===== config.mk =====
export PLATFORM = sky130hd
export DESIGN_NAME = cfpl_top
export DESIGN_NICKNAME = d
export VERILOG_FILES = /design/src/hdl/cfpl_pkg.sv /design/src/hdl/cfpl_sync.sv /design/src/hdl/cfpl_top.sv
export SDC_FILE = /design/constraint.sdc
export NUM_CORES = 1
export LEC_CHECK = 0
export BUFFER_PORTS_ARGS = -buffer_cell sky130_fd_sc_hd__buf_2
export CAP_MARGIN = 0
export CORE_AREA = 2 2 111 102
export CTS_CLUSTER_SIZE = 28
export DETAILED_ROUTE_END_ITERATION = 10
export DIE_AREA = 0 0 113 104
export GPL_ROUTABILITY_DRIVEN = 0
export HOLD_SLACK_MARGIN = 0.05
export SYNTH_ARGS = -nofsm -noshare
export SYNTH_HDL_FRONTEND = slang
export SYNTH_SLANG_ARGS = --single-unit

===== constraint.sdc =====
create_clock -name clk -period 4 [get_ports clk]
set_input_delay 0.4 -clock clk [delete_from_list [all_inputs] [get_ports clk]]
set_output_delay 0.4 -clock clk [all_outputs]
set_load 0.05 [all_outputs]

===== src/hdl/cfpl_pkg.sv =====
// package: constants and carriers for converter fault protection logic
package cfpl_pkg;
   localparam int unsigned CLK_HZ          = 100_000_000;
   localparam int unsigned OPP_TIME_MS     = 160;
   localparam int unsigned FDR_TIME_MS     = 1500;
   localparam int unsigned OPP_CYCLES      = CLK_HZ / 1000 * OPP_TIME_MS;
   localparam int unsigned FDR_CYCLES      = CLK_HZ / 1000 * FDR_TIME_MS;
   localparam int unsigned CNT_W           = 28;
   localparam logic [1:0]  QUAL_PULSES     = 2'h3;
   localparam logic [1:0]  TEST_PULSES_MIN = 2'h3;
   localparam logic [27:0] CNT_RESET       = 28'h0000000;

   typedef enum logic [1:0]
   {
      CFPL_RUN      = 2'b00,
      CFPL_RECOVER  = 2'b01,
      CFPL_WAIT_OFF = 2'b10
   } cfpl_state_t;

   // comparator results, raw from the pins; cfpl_top synchronises them through cfpl_sync
   typedef struct packed
   {
      logic ntc_low;
      logic cst_over_opp;
      logic cs_over_ocp;
      logic vs_below_short;
   } cfpl_cmp_t;

   typedef struct packed
   {
      logic gate_inhibit;
      logic run;
      logic ntc_ref_high;
      logic recovery_active;
      logic otp_fault;
      logic opp_fault;
      logic ocp_fault;
      logic scp_fault;
   } cfpl_stat_t;
endpackage


===== src/hdl/cfpl_sync.sv =====
// three-stage synchroniser with second/third agreement filter
`timescale 1ns/10ps
module cfpl_sync
#(
   parameter int unsigned W = 4
)
(
   input  wire logic         clk,
   input  wire logic         sys_rst,
   input  wire logic [W-1:0] din,
   output logic      [W-1:0] dout
);
   typedef struct packed
   {
      logic [W-1:0] s1;
      logic [W-1:0] s2;
      logic [W-1:0] s3;
      logic [W-1:0] out;
   } cfpl_sync_st_t;

   cfpl_sync_st_t st_q;
   cfpl_sync_st_t st_d;

   always_comb
   begin
      st_d    = st_q;
      st_d.s1 = din;
      st_d.s2 = st_q.s1;
      st_d.s3 = st_q.s2;
      for (int i = 0; i < W; i++)
      begin
         if (st_q.s2[i] == st_q.s3[i])
         begin
            st_d.out[i] = st_q.s3[i];
         end
      end
   end

   always_ff @(posedge clk or posedge sys_rst)
   begin
      if (sys_rst)
      begin
         st_q <= '0;
      end
      else
      begin
         st_q <= st_d;
      end
   end

   assign dout = st_q.out;
endmodule


===== src/hdl/cfpl_top.sv =====
// fault protection sequencer for an active-clamp flyback controller
`timescale 1ns/10ps
// Summary of operation
// RULE1: thermistor low over three pulses latches over-temperature; the code latches on the fourth such pulse
// RULE2: 1 V reference, source on while no fault
// RULE3: latched fault raises reference to 2.25 V
// RULE4: fault clears only above raised reference
// RULE5: external shutdown keeps lockout cycling, test pulses
// RULE6: over-power threshold exceeded starts 160 ms timer
// RULE7: 160 ms continuous over-power stops switching, recovers
// RULE8: timer clears when below threshold before expiry
// RULE9: over-power threshold top is 0.6 V
// RULE10: peak current clamped at 0.8 V always
// RULE11: at turn-off, short condition starts recovery
// RULE12: 1.2 V over-current three cycles stops, recovers
// RULE13: recovery keeps lockout cycling, no test pulses
// RULE14: after recovery, restart at next turn-off
// RULE15: counters reset on any non-qualifying pulse
module cfpl_top
#(
   parameter int unsigned OPP_CYCLES_P = cfpl_pkg::OPP_CYCLES,
   parameter int unsigned FDR_CYCLES_P = cfpl_pkg::FDR_CYCLES
)
(
   input  wire logic                clk,
   input  wire logic                sys_rst,
   input  wire cfpl_pkg::cfpl_cmp_t cmp_pins,
   input  wire logic                low_side_gate_pulse,
   input  wire logic                supply_turn_off,
   output cfpl_pkg::cfpl_stat_t     status,
   output logic                     ntc_source_en,
   output logic                     peak_current_clamp,
   output logic                     test_pulse_allow
);
   import cfpl_pkg::*;

   ////////////////////////////////////////////////////////////////////////////
   typedef struct packed
   {
      cfpl_state_t state;
      logic [1:0]  otp_cnt;
      logic [1:0]  ocp_cnt;
      logic [1:0]  test_cnt;
      logic [27:0] opp_cnt;
      logic [27:0] fdr_cnt;
      logic        otp_fault;
      logic        opp_fault;
      logic        ocp_fault;
      logic        scp_fault;
      logic        pulse_q;
      logic        off_q;
      cfpl_stat_t  stat;
      logic        ntc_src;
      logic        clamp;
      logic        test_ok;
   } cfpl_st_t;

   cfpl_st_t  st_q;
   cfpl_st_t  st_d;
   cfpl_cmp_t cmp_s;
   logic      pulse_s;
   logic      off_s;
   logic      pulse_evt;
   logic      off_evt;
   logic      enter_fdr;

   // pins are analog comparator outputs, so all go through the filter
   cfpl_sync #(.W(6)) cfpl_sync_i
   (
      .clk     (clk),
      .sys_rst (sys_rst),
      .din     ({cmp_pins, low_side_gate_pulse, supply_turn_off}),
      .dout    ({cmp_s, pulse_s, off_s})
   );

   assign pulse_evt = pulse_s & ~st_q.pulse_q;
   assign off_evt   = off_s & ~st_q.off_q;

   ////////////////////////////////////////////////////////////////////////////
   always_comb
   begin
      st_d         = st_q;
      st_d.pulse_q = pulse_s;
      st_d.off_q   = off_s;
      enter_fdr    = 1'b0;

      // comparator tracks whichever reference is selected
      if (pulse_evt)
      begin
         if (!st_q.otp_fault)
         begin
            if (cmp_s.ntc_low)
            begin
               if (st_q.otp_cnt == QUAL_PULSES) // RULE1
               begin
                  st_d.otp_fault = 1'b1; // RULE3
                  st_d.otp_cnt   = '0;
               end
               else
               begin
                  st_d.otp_cnt = st_q.otp_cnt + 2'h1;
               end
            end
            else
            begin
               st_d.otp_cnt = '0; // RULE15
            end
         end
         else if (!cmp_s.ntc_low)
         begin
            st_d.otp_fault = 1'b0; // RULE4
         end
         if (st_q.test_cnt != TEST_PULSES_MIN)
         begin
            st_d.test_cnt = st_q.test_cnt + 2'h1; // RULE5
         end
      end

      if (st_q.state == CFPL_RUN)
      begin
         if (cmp_s.cst_over_opp) // RULE9
         begin
            if (st_q.opp_cnt >= CNT_W'(OPP_CYCLES_P - 1)) // RULE7
            begin
               st_d.opp_fault = 1'b1;
               enter_fdr      = 1'b1;
            end
            else
            begin
               st_d.opp_cnt = st_q.opp_cnt + 28'h0000001; // RULE6
            end
         end
         else
         begin
            st_d.opp_cnt = CNT_RESET; // RULE8
         end

         if (pulse_evt)
         begin
            if (cmp_s.cs_over_ocp)
            begin
               if (st_q.ocp_cnt == QUAL_PULSES - 2'h1) // RULE12
               begin
                  st_d.ocp_fault = 1'b1;
                  enter_fdr      = 1'b1;
               end
               else
               begin
                  st_d.ocp_cnt = st_q.ocp_cnt + 2'h1;
               end
            end
            else
            begin
               st_d.ocp_cnt = '0; // RULE15
            end
         end

         if (off_evt)
         begin
            st_d.test_cnt = '0; // RULE5
            if (cmp_s.cst_over_opp || cmp_s.vs_below_short) // RULE11
            begin
               st_d.scp_fault = 1'b1;
               enter_fdr      = 1'b1;
            end
         end
      end

      case (st_q.state)
         CFPL_RUN:
         begin
            if (enter_fdr)
            begin
               st_d.state   = CFPL_RECOVER;
               st_d.fdr_cnt = CNT_RESET;
               st_d.opp_cnt = CNT_RESET;
               st_d.ocp_cnt = '0;
            end
         end
         CFPL_RECOVER:
         begin
            if (st_q.fdr_cnt >= CNT_W'(FDR_CYCLES_P - 1))
            begin
               st_d.state = CFPL_WAIT_OFF;
            end
            else
            begin
               st_d.fdr_cnt = st_q.fdr_cnt + 28'h0000001;
            end
         end
         CFPL_WAIT_OFF:
         begin
            if (off_evt) // RULE14
            begin
               st_d.state     = CFPL_RUN;
               st_d.opp_fault = 1'b0;
               st_d.ocp_fault = 1'b0;
               st_d.scp_fault = 1'b0;
               st_d.test_cnt  = '0;
            end
         end
         default:
         begin
            st_d.state = CFPL_RUN;
         end
      endcase

      st_d.ntc_src = ~st_d.otp_fault; // RULE2
      st_d.clamp   = 1'b1; // RULE10
      // 0.6 V curve top lives in the analog comparator, not here
      st_d.test_ok = (st_d.state == CFPL_RUN); // RULE13
      st_d.stat.recovery_active = (st_d.state != CFPL_RUN); // RULE13
      st_d.stat.gate_inhibit    = (st_d.state != CFPL_RUN) | st_d.otp_fault
                                  | cmp_s.ntc_low & (st_d.test_cnt == TEST_PULSES_MIN);
      st_d.stat.run             = ~st_d.stat.gate_inhibit; // RULE12
      st_d.stat.ntc_ref_high    = st_d.otp_fault; // RULE3
      st_d.stat.otp_fault       = st_d.otp_fault;
      st_d.stat.opp_fault       = st_d.opp_fault;
      st_d.stat.ocp_fault       = st_d.ocp_fault;
      st_d.stat.scp_fault       = st_d.scp_fault;
   end

   always_ff @(posedge clk or posedge sys_rst)
   begin
      if (sys_rst)
      begin
         st_q          <= '0;
         st_q.state    <= CFPL_RUN;
         st_q.ntc_src  <= 1'b1;
         st_q.clamp    <= 1'b1;
         st_q.test_ok  <= 1'b1;
         st_q.stat.run <= 1'b1;
      end
      else
      begin
         st_q <= st_d;
      end
   end

   assign status             = st_q.stat;
   assign ntc_source_en      = st_q.ntc_src;
   assign peak_current_clamp = st_q.clamp;
   assign test_pulse_allow   = st_q.test_ok;
endmodule


==> results of run 1 <==
==> state kept, by name, indices dropped and copies added, names as in the netlist <==
| signal | count |
|---|---|
| cfpl_sync_i.st_q | 6 |
| cfpl_sync_i.dout | 6 |
| test_pulse_allow | 1 |
| st_q | 66 |
| ntc_source_en | 1 |
| status | 7 |
| cfpl_sync_i.st_d | 12 |
==> kinds of logic (layout without fill, tap and decap cells) <==
family,count (synthesis),after routing,share of synthesized area
AOI/OAI and AO/OA,68,68,0.104
xor gates and xnor gates,28,28,0.0523
adders and majority gates,11,11,0.0262
buffers and inverters,41,55,0.0454
DFF,99,99,0.529
muxes,11,11,0.0240
other,1,1,0.000800
and+or+nand+nor,197,197,0.218
==> cell usage after synthesis, drive strengths merged, types with 3 or more instances <==
| library cell | n |
|---|---|
| nor2b | 7 |
| xor2 | 13 |
| o31ai | 4 |
| maj3 | 6 |
| mux2i | 9 |
| a31oi | 5 |
| dfstp | 3 |
| nand2b | 4 |
| o21ai | 17 |
| o22ai | 5 |
| nand2 | 29 |
| dfrtp | 96 |
| nor3 | 27 |
| nand3 | 15 |
| xnor2 | 15 |
| ha | 5 |
| a21oi | 14 |
| and3 | 9 |
| or4 | 4 |
| or3 | 8 |
| nor4 | 6 |
| nor2 | 57 |
| clkbuf | 7 |
| buf | 15 |
| a21o | 4 |
| inv | 19 |
| nand4 | 19 |
==> layer usage <==
metal / vias to the layer above / part of all wire
met5: - / 0
met4: 0 / 0.017
met3: 10 / 0.041
met2: 44 / 0.42
met1: 1571 / 0.52
li1: 1626 / -
==> path summary, 6_finish.rpt <==
path,from,end,depth (start not counted)
worst min register to register,cfpl_sync_i.st_d[12],cfpl_sync_i.st_d[6],0
max in group asynchronous,sys_rst,st_q[46],3
worst max-delay path,st_q[35],st_q[38],6
min in group asynchronous,sys_rst,st_q[22],2
worst max register to register,st_q[35],st_q[38],6
worst min-delay path,cmp_pins[1],cfpl_sync_i.st_d[15],1
==> layout make-up <==
cell class	instances	area [um^2]
multi-input combinational	316	2000
sequential	99	2480
timing repair buffer	20	108
clock buffer	12	256
inverter	19	73.8
fill	1002	5470
clock inverter	4	72.6
tap	133	166
==> cell usage in the layout, fill, tap and decap left out, drive strengths merged, types with 14 or more instances in the layout <==
cell type,netlist,routed
nor2,57,57
dfrtp,96,96
nand3,15,15
nand2,29,29
inv,19,19
o21ai,17,17
xnor2,15,15
a21oi,14,14
nand4,19,19
buf,15,20
nor3,27,27
==> report_power, final <==
part | switching (W) | internal [W]
clock | 0.000361 | 0.000581
sequential | 0.000106 | 0.00113
combinational | 0.000383 | 0.000174
total | 0.000850 | 0.00189
==> through the flow <==
step | util | total power [W] | setup slack (ns) | cell area, um^2
2_1_floorplan | - | 0.00170 | 1.01 | 4690
3_3_place_gp | 0.454 | 0.00180 | 1.67 | 4830
3_5_place_dp | 0.454 | 0.00181 | 1.64 | 4830
4_1_cts | 0.485 | 0.00277 | 1.62 | 5160
5_1_grt | 0.485 | 0.00290 | 1.40 | 5160
6_report | 0.485 | 0.00274 | 1.63 | 5160
==> impl_metrics.toml, run 1 <==
[detailed_routing]
wl_per_cell_um = 14.6
totalWireLength_mm = 8.79
route.detailed.drc = 4
first_iter_violations = 222
drt-pass1-iter-count = 7
viasPerCell = 5.39
drtAntennaViolNets = 0
num_vias = 3251

[timing]
fin_crit_sh = 0.592
period_needed_ns = 2.37
setup_viol = 0
rsz0062_at_grt = "false"
worstMarginPinSlew_ns = 0.995
fmax_mhz = 422
relSlewSlack = 0.337
maxSlewViolCount = 0
hold_slack_ns = 0.148
fin_skew_ns = 0.00868
fin_tns_setup_ns = 0
final-hold-violation-count = 0

[clock_network]
ctsRootBufferMaster = "clkbuf_16"
cts_made_buffers = 9
cts_tree = "yes"
htreeDepth = 3
ctsResizeCount = 0
cts_setup_buffers = 0
clk_pin_slew_ns = 0.07
clock_latency_ns = 0.35
cts_hold_buffers = 0
cts.sinks = 99
clock_path_buffers = 2

[synth]
ys_async_sr_fraction = 1.00
synth_area_leaders = "dfrtp_1 (51%), nor2_1 (4.6%), nor3_1 (2.9%)"
synthCells = 456
netlist_area_um2 = 4690
synth_enable_flop_cells = 0
synth_top_area_cell = "dfrtp_1"
syn-mean-instance-area_um2 = 10.3
synth.distinct_cells = 66
ys_warn_count = 0
synth_top_area_frac = 0.513
synth_seq_cells = 99
synth_nets = 469
synth_flop_cell = "dfrtp_1"
yosysSeqAreaShare = 0.529

[setup_path]
end_kind = "flop"
worstPathRequired_ns = 4.28
cp-start-kind = "flop"
rrSetupSlack_ns = 1.63
crit_slowest_cell = "or4_1"
crit_fanout = 10
path_cells = "nor4_2 -> and3_1 -> o2111a_1 -> nand2_1 -> or4_1 -> a21oi_1"
worst-path-buf-inv = 0
cp.arrival_ns = 2.65
slowest_delay_ns = 0.47
criticalPathCategory = "reg2reg"
cp_top_family = "simple AND/OR/NAND/NOR gates"

[finish]
insertedDiodeCount = 0
finalNetCount = 478
drive_above_1_share = 0.121
finalNonFillerCells = 603
area_growth_syn_to_layout_pct = 10.0

[run_status]
failed_checks = "DRC"
status = "finished, violations left"

[floorplanning]
fp.dieW_um = 113
rows = 36
fp.dieH_um = 104
die_area_um2 = 11800
io_pins = 19
start_util = 0.441
coreArea_um2 = 10600

[placed_design]
dpl.cell_count = 587
dpl.hpwl_mm = 5.92
portBuffers = 17

[run]
max-cap-violations = 0

[global_routing]
antenna_found_initial = 0
grt_use_met1 = 0.239
grt_first_pass_wirelength_mm = 15.2
grt_max_degree = 81
met2_usage = 0.225
grt_overflow = 0
gr-usage-all-layers = 0.162
met3_usage = 0.0478
grt_busiest_layer = "met1"
grt_pass1_vias = 3119

[pwr]
leakagePower_nw = 2.27
power_density_nw_per_um2 = 530
ir_drop_mv = 0.246

[worst_hold_path]
hold_class = "in2reg"
(Power assumes the default switching activity.)
==> run 2, diff against run 1 <==
--- a/config.mk
+++ b/config.mk
@@ -5,12 +5,13 @@
 export SDC_FILE = /design/constraint.sdc
 export NUM_CORES = 1
 export LEC_CHECK = 0
+export ABC_AREA = 1
 export BUFFER_PORTS_ARGS = -buffer_cell sky130_fd_sc_hd__buf_2
 export CAP_MARGIN = 0
-export CORE_AREA = 2 2 111 102
+export CORE_AREA = 2 2 120 111
 export CTS_CLUSTER_SIZE = 28
 export DETAILED_ROUTE_END_ITERATION = 10
-export DIE_AREA = 0 0 113 104
+export DIE_AREA = 0 0 122 113
 export GPL_ROUTABILITY_DRIVEN = 0
 export HOLD_SLACK_MARGIN = 0.05
 export SYNTH_ARGS = -nofsm -noshare
==> constraint.sdc (replaced) <==
create_clock -name clk -period 2.3 [get_ports clk]
set_input_delay 0.23 -clock clk [delete_from_list [all_inputs] [get_ports clk]]
set_output_delay 0.23 -clock clk [all_outputs]
set_load 0.05 [all_outputs]
==> impl_metrics.toml, run 2 <==
[setup_path]
crit_fanout = 11
slowest_delay_ns = 0.43
end_kind = "flop"
worstPathRequired_ns = 2.55
reg2regPathDepth = 12
path_cells = "ha_1 -> nand2_1 -> nor2_4 -> nand2_2 -> nand2_1 -> nand2_1 -> nand3_4 -> buf_4 -> nor2_4 -> nand4_1 -> nand2_1 -> nor2_2"
worst-path-buf-inv = 1
rrSetupSlack_ns = 0.23
r2r_start = "st_q[45]"
rr_endpoint = "st_q[60]"
crit_slowest_cell = "dfrtp_1"
criticalPathCategory = "reg2reg"
cp-start-kind = "flop"
crit_top_cell = "nand2_1"
cp_top_family = "simple AND/OR/NAND/NOR gates"
cp.arrival_ns = 2.32

[detailed_routing]
num_vias = 4741
wl_per_cell_um = 13.1
first_iter_violations = 446
drtAntennaViolNets = 0
route.detailed.drc = 0
viasPerCell = 5.03
drt-pass1-iter-count = 5
totalWireLength_mm = 12.3

[pwr]
fin_total_pwr_w = 0.00490
leakagePower_nw = 2.87
power_density_nw_per_um2 = 791
ir_drop_mv = 0.563

[synth]
synth_enable_flop_cells = 0
synthTopCellsByCount = "nand2_1 (228), nor2_1 (120), dfrtp_1 (96)"
synth_area_leaders = "dfrtp_1 (43%), nand2_1 (15%), nor2_1 (8.1%)"
synth_seq_cells = 99
synth_flop_cell = "dfrtp_1"
netlist_area_um2 = 5540
syn-mean-instance-area_um2 = 7.42
synth_top_area_cell = "dfrtp_1"
synthCells = 746
yosysSeqAreaShare = 0.448
ys_warn_count = 0
synth.most_common_cell = "nand2_1"
synth.distinct_cells = 39
synth_nets = 759
synth_top_area_frac = 0.434
ys_async_sr_fraction = 1.00

[placed_design]
portBuffers = 17
dpl.hpwl_mm = 8.83
dpl.cell_count = 917

[clock_network]
cts_made_buffers = 9
clock_path_buffers = 2
clock_latency_ns = 0.36
ctsRootBufferMaster = "clkbuf_16"
cts_tree = "yes"
cts.sinks = 99
htreeDepth = 3
clk_pin_slew_ns = 0.08

[global_routing]
grt_overflow = 0
grt_max_degree = 100
antenna_found_initial = 0
gr-usage-all-layers = 0.191
grt_pass1_vias = 4415
grt_first_pass_wirelength_mm = 21.0

[floorplanning]
fp.dieW_um = 122
die_area_um2 = 13800
rows = 39
io_pins = 19
start_util = 0.445
fp.dieH_um = 113
coreArea_um2 = 12400

[finish]
insertedDiodeCount = 0
drive_above_1_share = 0.114
final_common_cell = "nand2_1"
area_growth_syn_to_layout_pct = 12.0
finalNetCount = 787
utilization = 0.498
mostFrequentLayoutCells = "nand2_1 (228), nor2_1 (120), dfrtp_1 (96)"
finalNonFillerCells = 943
regMostFlops = "st_q"
largest_register_ff_count = 66

[timing]
fin_skew_ns = 0.0106
maxSlewViolCount = 0
fin_crit_sh = 0.900
relSlewSlack = 0.655
worstMarginPinSlew_ns = 0.513
fmax_mhz = 483
hold_slack_ns = 0.352
fin_tns_setup_ns = 0
period_needed_ns = 2.07
final-hold-violation-count = 0
setup_viol = 0
rsz0062_at_grt = "false"

[run_status]
status = "finished clean"

[worst_hold_path]
hold_class = "reg2reg"
hold_end = "cfpl_sync_i.st_d[9]"
hp-start = "cfpl_sync_i.st_d[15]"
whs_path_depth = 0

[run]
max-cap-violations = 0
-- run 2: cell count changes after synthesis, sizes merged, moves of 9 or more --
cell and delta:
a21oi +9, nor2 +74, and3 -9, mux2i -9
nand3 +38, xnor2 -13, nand4 -10, nand2 +207
o21ai +10, inv +59
-- run 2: routing by layer --
| metal | part of all wire | track usage | wire length, um | up-vias |
|---|---|---|---|---|
| li1 | - | - | - | 2391 |
| met1 | 0.51 | 0.274 | 6230 | 2238 |
| met2 | 0.44 | 0.291 | 5420 | 101 |
| met3 | 0.043 | 0.0403 | 530 | 11 |
| met4 | 0.012 | 0.0567 | 145 | 0 |
| met5 | 0 | 0 | 0 | - |
-- run 2: cells by family after synthesis --
group / Yosys count / synth area share
compound gates: 56 / 0.0563
xor+xnor: 16 / 0.0253
fa+ha+maj: 11 / 0.0222
buf+inv: 102 / 0.0848
flops: 99 / 0.448
other cells: 1 / 0.000677
simple gates: 461 / 0.363
-- run 2: worst max-delay path by stage --
stage / startpoint / to / slack [ns] / depth (start not counted)
5_1_grt: st_q[45] / st_q[26] / 0.04 / 12
2_1_floorplan: st_q[45] / st_q[61] / 0.49 / 13
3_5_place_dp: st_q[45] / st_q[56] / 0.12 / 12
6_report: st_q[45] / st_q[60] / 0.23 / 12
4_1_cts: st_q[45] / st_q[56] / 0.11 / 13
3_3_place_gp: st_q[45] / st_q[56] / 0.18 / 12
-- run 2: layout make-up --
cell class / count / area, um^2
inverter: 79 / 300
multi-input combinational: 546 / 2600
sequential: 99 / 2480
fill: 1213 / 6250
clock buffer: 9 / 225
tap: 164 / 205
timing repair buffer: 39 / 293
clock inverter: 7 / 88.8
-- run 2: per-stage QoR --
step	setup slack [ns]	area, um^2
global route	0.0381	6200
detailed placement	0.121	5780
global placement	0.181	5780
finish	0.229	6200
floorplan	0.495	5540
CTS	0.108	6160
-- run 2: repair_timing --
| item | CTS | global route |
|---|---|---|
| hold endpoints to repair | 48 | 0 |
| setup buffers | 0 | 2 |
| resized for setup | 0 | 1 |
| hold buffers | 7 | 0 |
| endpoints found under the setup margin | 0 | 13 |
-- run 2: report_power, final --
part	internal, W	leakage [nW]	switching (W)
registers	0.00195	1.27	0.000143
clock network	0.000789	0.153	0.000781
logic	0.000344	1.44	0.000893
==> run 3, diff against run 2 <==
--- a/config.mk
+++ b/config.mk
@@ -14,6 +14,7 @@
 export DIE_AREA = 0 0 122 113
 export GPL_ROUTABILITY_DRIVEN = 0
 export HOLD_SLACK_MARGIN = 0.05
+export PLACE_DENSITY = 0.67
 export SYNTH_ARGS = -nofsm -noshare
 export SYNTH_HDL_FRONTEND = slang
 export SYNTH_SLANG_ARGS = --single-unit
==> impl_metrics.toml, run 3 (synthesis results as in run 2) <==
[timing]
fmax_mhz = 477
fin_tns_setup_ns = 0
setup_viol = 0
fin_crit_sh = 0.912
period_needed_ns = 2.10
relSlewSlack = 0.625
fin_skew_ns = 0.00809
maxSlewViolCount = 0
hold_slack_ns = 0.352
final-hold-violation-count = 0
worstMarginPinSlew_ns = 0.558
rsz0062_at_grt = "false"

[floorplanning]
coreArea_um2 = 12400
fp.dieW_um = 122
die_area_um2 = 13800
fp.dieH_um = 113
io_pins = 19
rows = 39
start_util = 0.445

[finish]
insertedDiodeCount = 0
area_growth_syn_to_layout_pct = 11.5
fin_area_um2 = 6170
final_common_cell = "nand2_1"
utilization = 0.496
finalNetCount = 783
regMostFlops = "st_q"
largest_register_ff_count = 66
mostFrequentLayoutCells = "nand2_1 (228), nor2_1 (120), dfrtp_1 (96)"
drive_above_1_share = 0.111

[setup_path]
crit_top_cell = "nand2_1"
path_cells = "ha_2 -> nand2_1 -> nor2_4 -> nand2_2 -> nand2_1 -> nand2_1 -> nand3_4 -> nand3_2 -> nand3_4 -> buf_12 -> nand2_1 -> o21ai_1"
cp-start-kind = "flop"
worstPathRequired_ns = 2.58
criticalPathCategory = "reg2reg"
crit_slowest_cell = "dfrtp_1"
crit_fanout = 25
cp.arrival_ns = 2.38
slowest_delay_ns = 0.43
end_kind = "flop"
cp_top_family = "simple AND/OR/NAND/NOR gates"
reg2regPathDepth = 12
worst-path-buf-inv = 1
cp.depth = 12

[clock_network]
cts_tree = "yes"
cts_made_buffers = 9
cts_setup_buffers = 0
clock_latency_ns = 0.35
htreeDepth = 3
clk_pin_slew_ns = 0.07
cts.sinks = 99
ctsRootBufferMaster = "clkbuf_16"
clock_path_buffers = 2

[detailed_routing]
drtAntennaViolNets = 0
totalWireLength_mm = 12.4
num_vias = 4802
first_iter_violations = 370
wl_per_cell_um = 13.2
route.detailed.drc = 0
drt-pass1-iter-count = 5
viasPerCell = 5.11

[global_routing]
grt_first_pass_wirelength_mm = 21.8
gr-usage-all-layers = 0.198
grt_pass1_vias = 4704
grt_overflow = 0
grt_max_degree = 100
antenna_found_initial = 0

[placed_design]
dpl_cell_area_um2 = 5770
portBuffers = 17
dpl.hpwl_mm = 8.99

[worst_hold_path]
whs_path_depth = 0
hold_class = "reg2reg"

[run]
max-cap-violations = 0

[pwr]
ir_drop_mv = 0.748
leakagePower_nw = 2.85
power_density_nw_per_um2 = 800

[run_status]
status = "finished clean"
run 3: cell count changes in the layout (fill, tap and decap cells not counted):
cell       previous run  this run
buf_4                13        10
bufinv_16             0         1
clkbuf_8              0         1
clkinv_4              1         2
clkinv_8              2         0
ha_1                  5         4
ha_2                  0         1
inv_12                1         0
nor2_4                3         2
run 3: area by class of cell:
class	instances	area, um^2
multi-input combinational	545	2590
tap	164	205
clock inverter	6	78.8
timing repair buffer	36	270
sequential	99	2480
inverter	79	300
fill	1194	6270
clock buffer	10	239
run 3: per-stage QoR:
step / instances / setup slack [ns] / total power (W)
2_1_floorplan: 746 / 0.495 / 0.00312
3_3_place_gp: 916 / 0.226 / 0.00331
3_5_place_dp: 916 / 0.119 / 0.00335
4_1_cts: 939 / 0.100 / 0.00498
5_1_grt: 939 / 0.0150 / 0.00523
6_report: 939 / 0.204 / 0.00493
run 3: repair_timing:
action,4_1_cts,5_1_grt
hold buffers,7,0
setup endpoints to repair,0,35
resized for setup,0,2
endpoints found under the hold margin,45,0
run 3: power breakdown:
| group | switching [W] | leakage [nW] | total [W] | internal [W] |
|---|---|---|---|---|
| logic | 0.000889 | 1.42 | 0.00123 | 0.000338 |
| clock network | 0.000708 | 0.157 | 0.00160 | 0.000896 |
| registers | 0.000148 | 1.27 | 0.00210 | 0.00195 |
run 3: final timing paths:
kind | startpoint | endpoint | slack (ns)
max reg2reg | st_q[45] | st_q[43] | 0.20
min reg2reg | cfpl_sync_i.st_d[13] | cfpl_sync_i.st_d[7] | 0.35
max in group asynchronous | sys_rst | st_q[70] | 1.32
min | cfpl_sync_i.st_d[13] | cfpl_sync_i.st_d[7] | 0.35
min in group asynchronous | sys_rst | cfpl_sync_i.st_d[8] | 0.57
max | st_q[45] | st_q[43] | 0.20
run 3: per-layer routing:
metal | GRT usage | wire [um]
met3 | 0.0358 | 765
met5 | 0 | 0
met1 | 0.275 | 5830
met4 | 0.0835 | 255
met2 | 0.304 | 5560
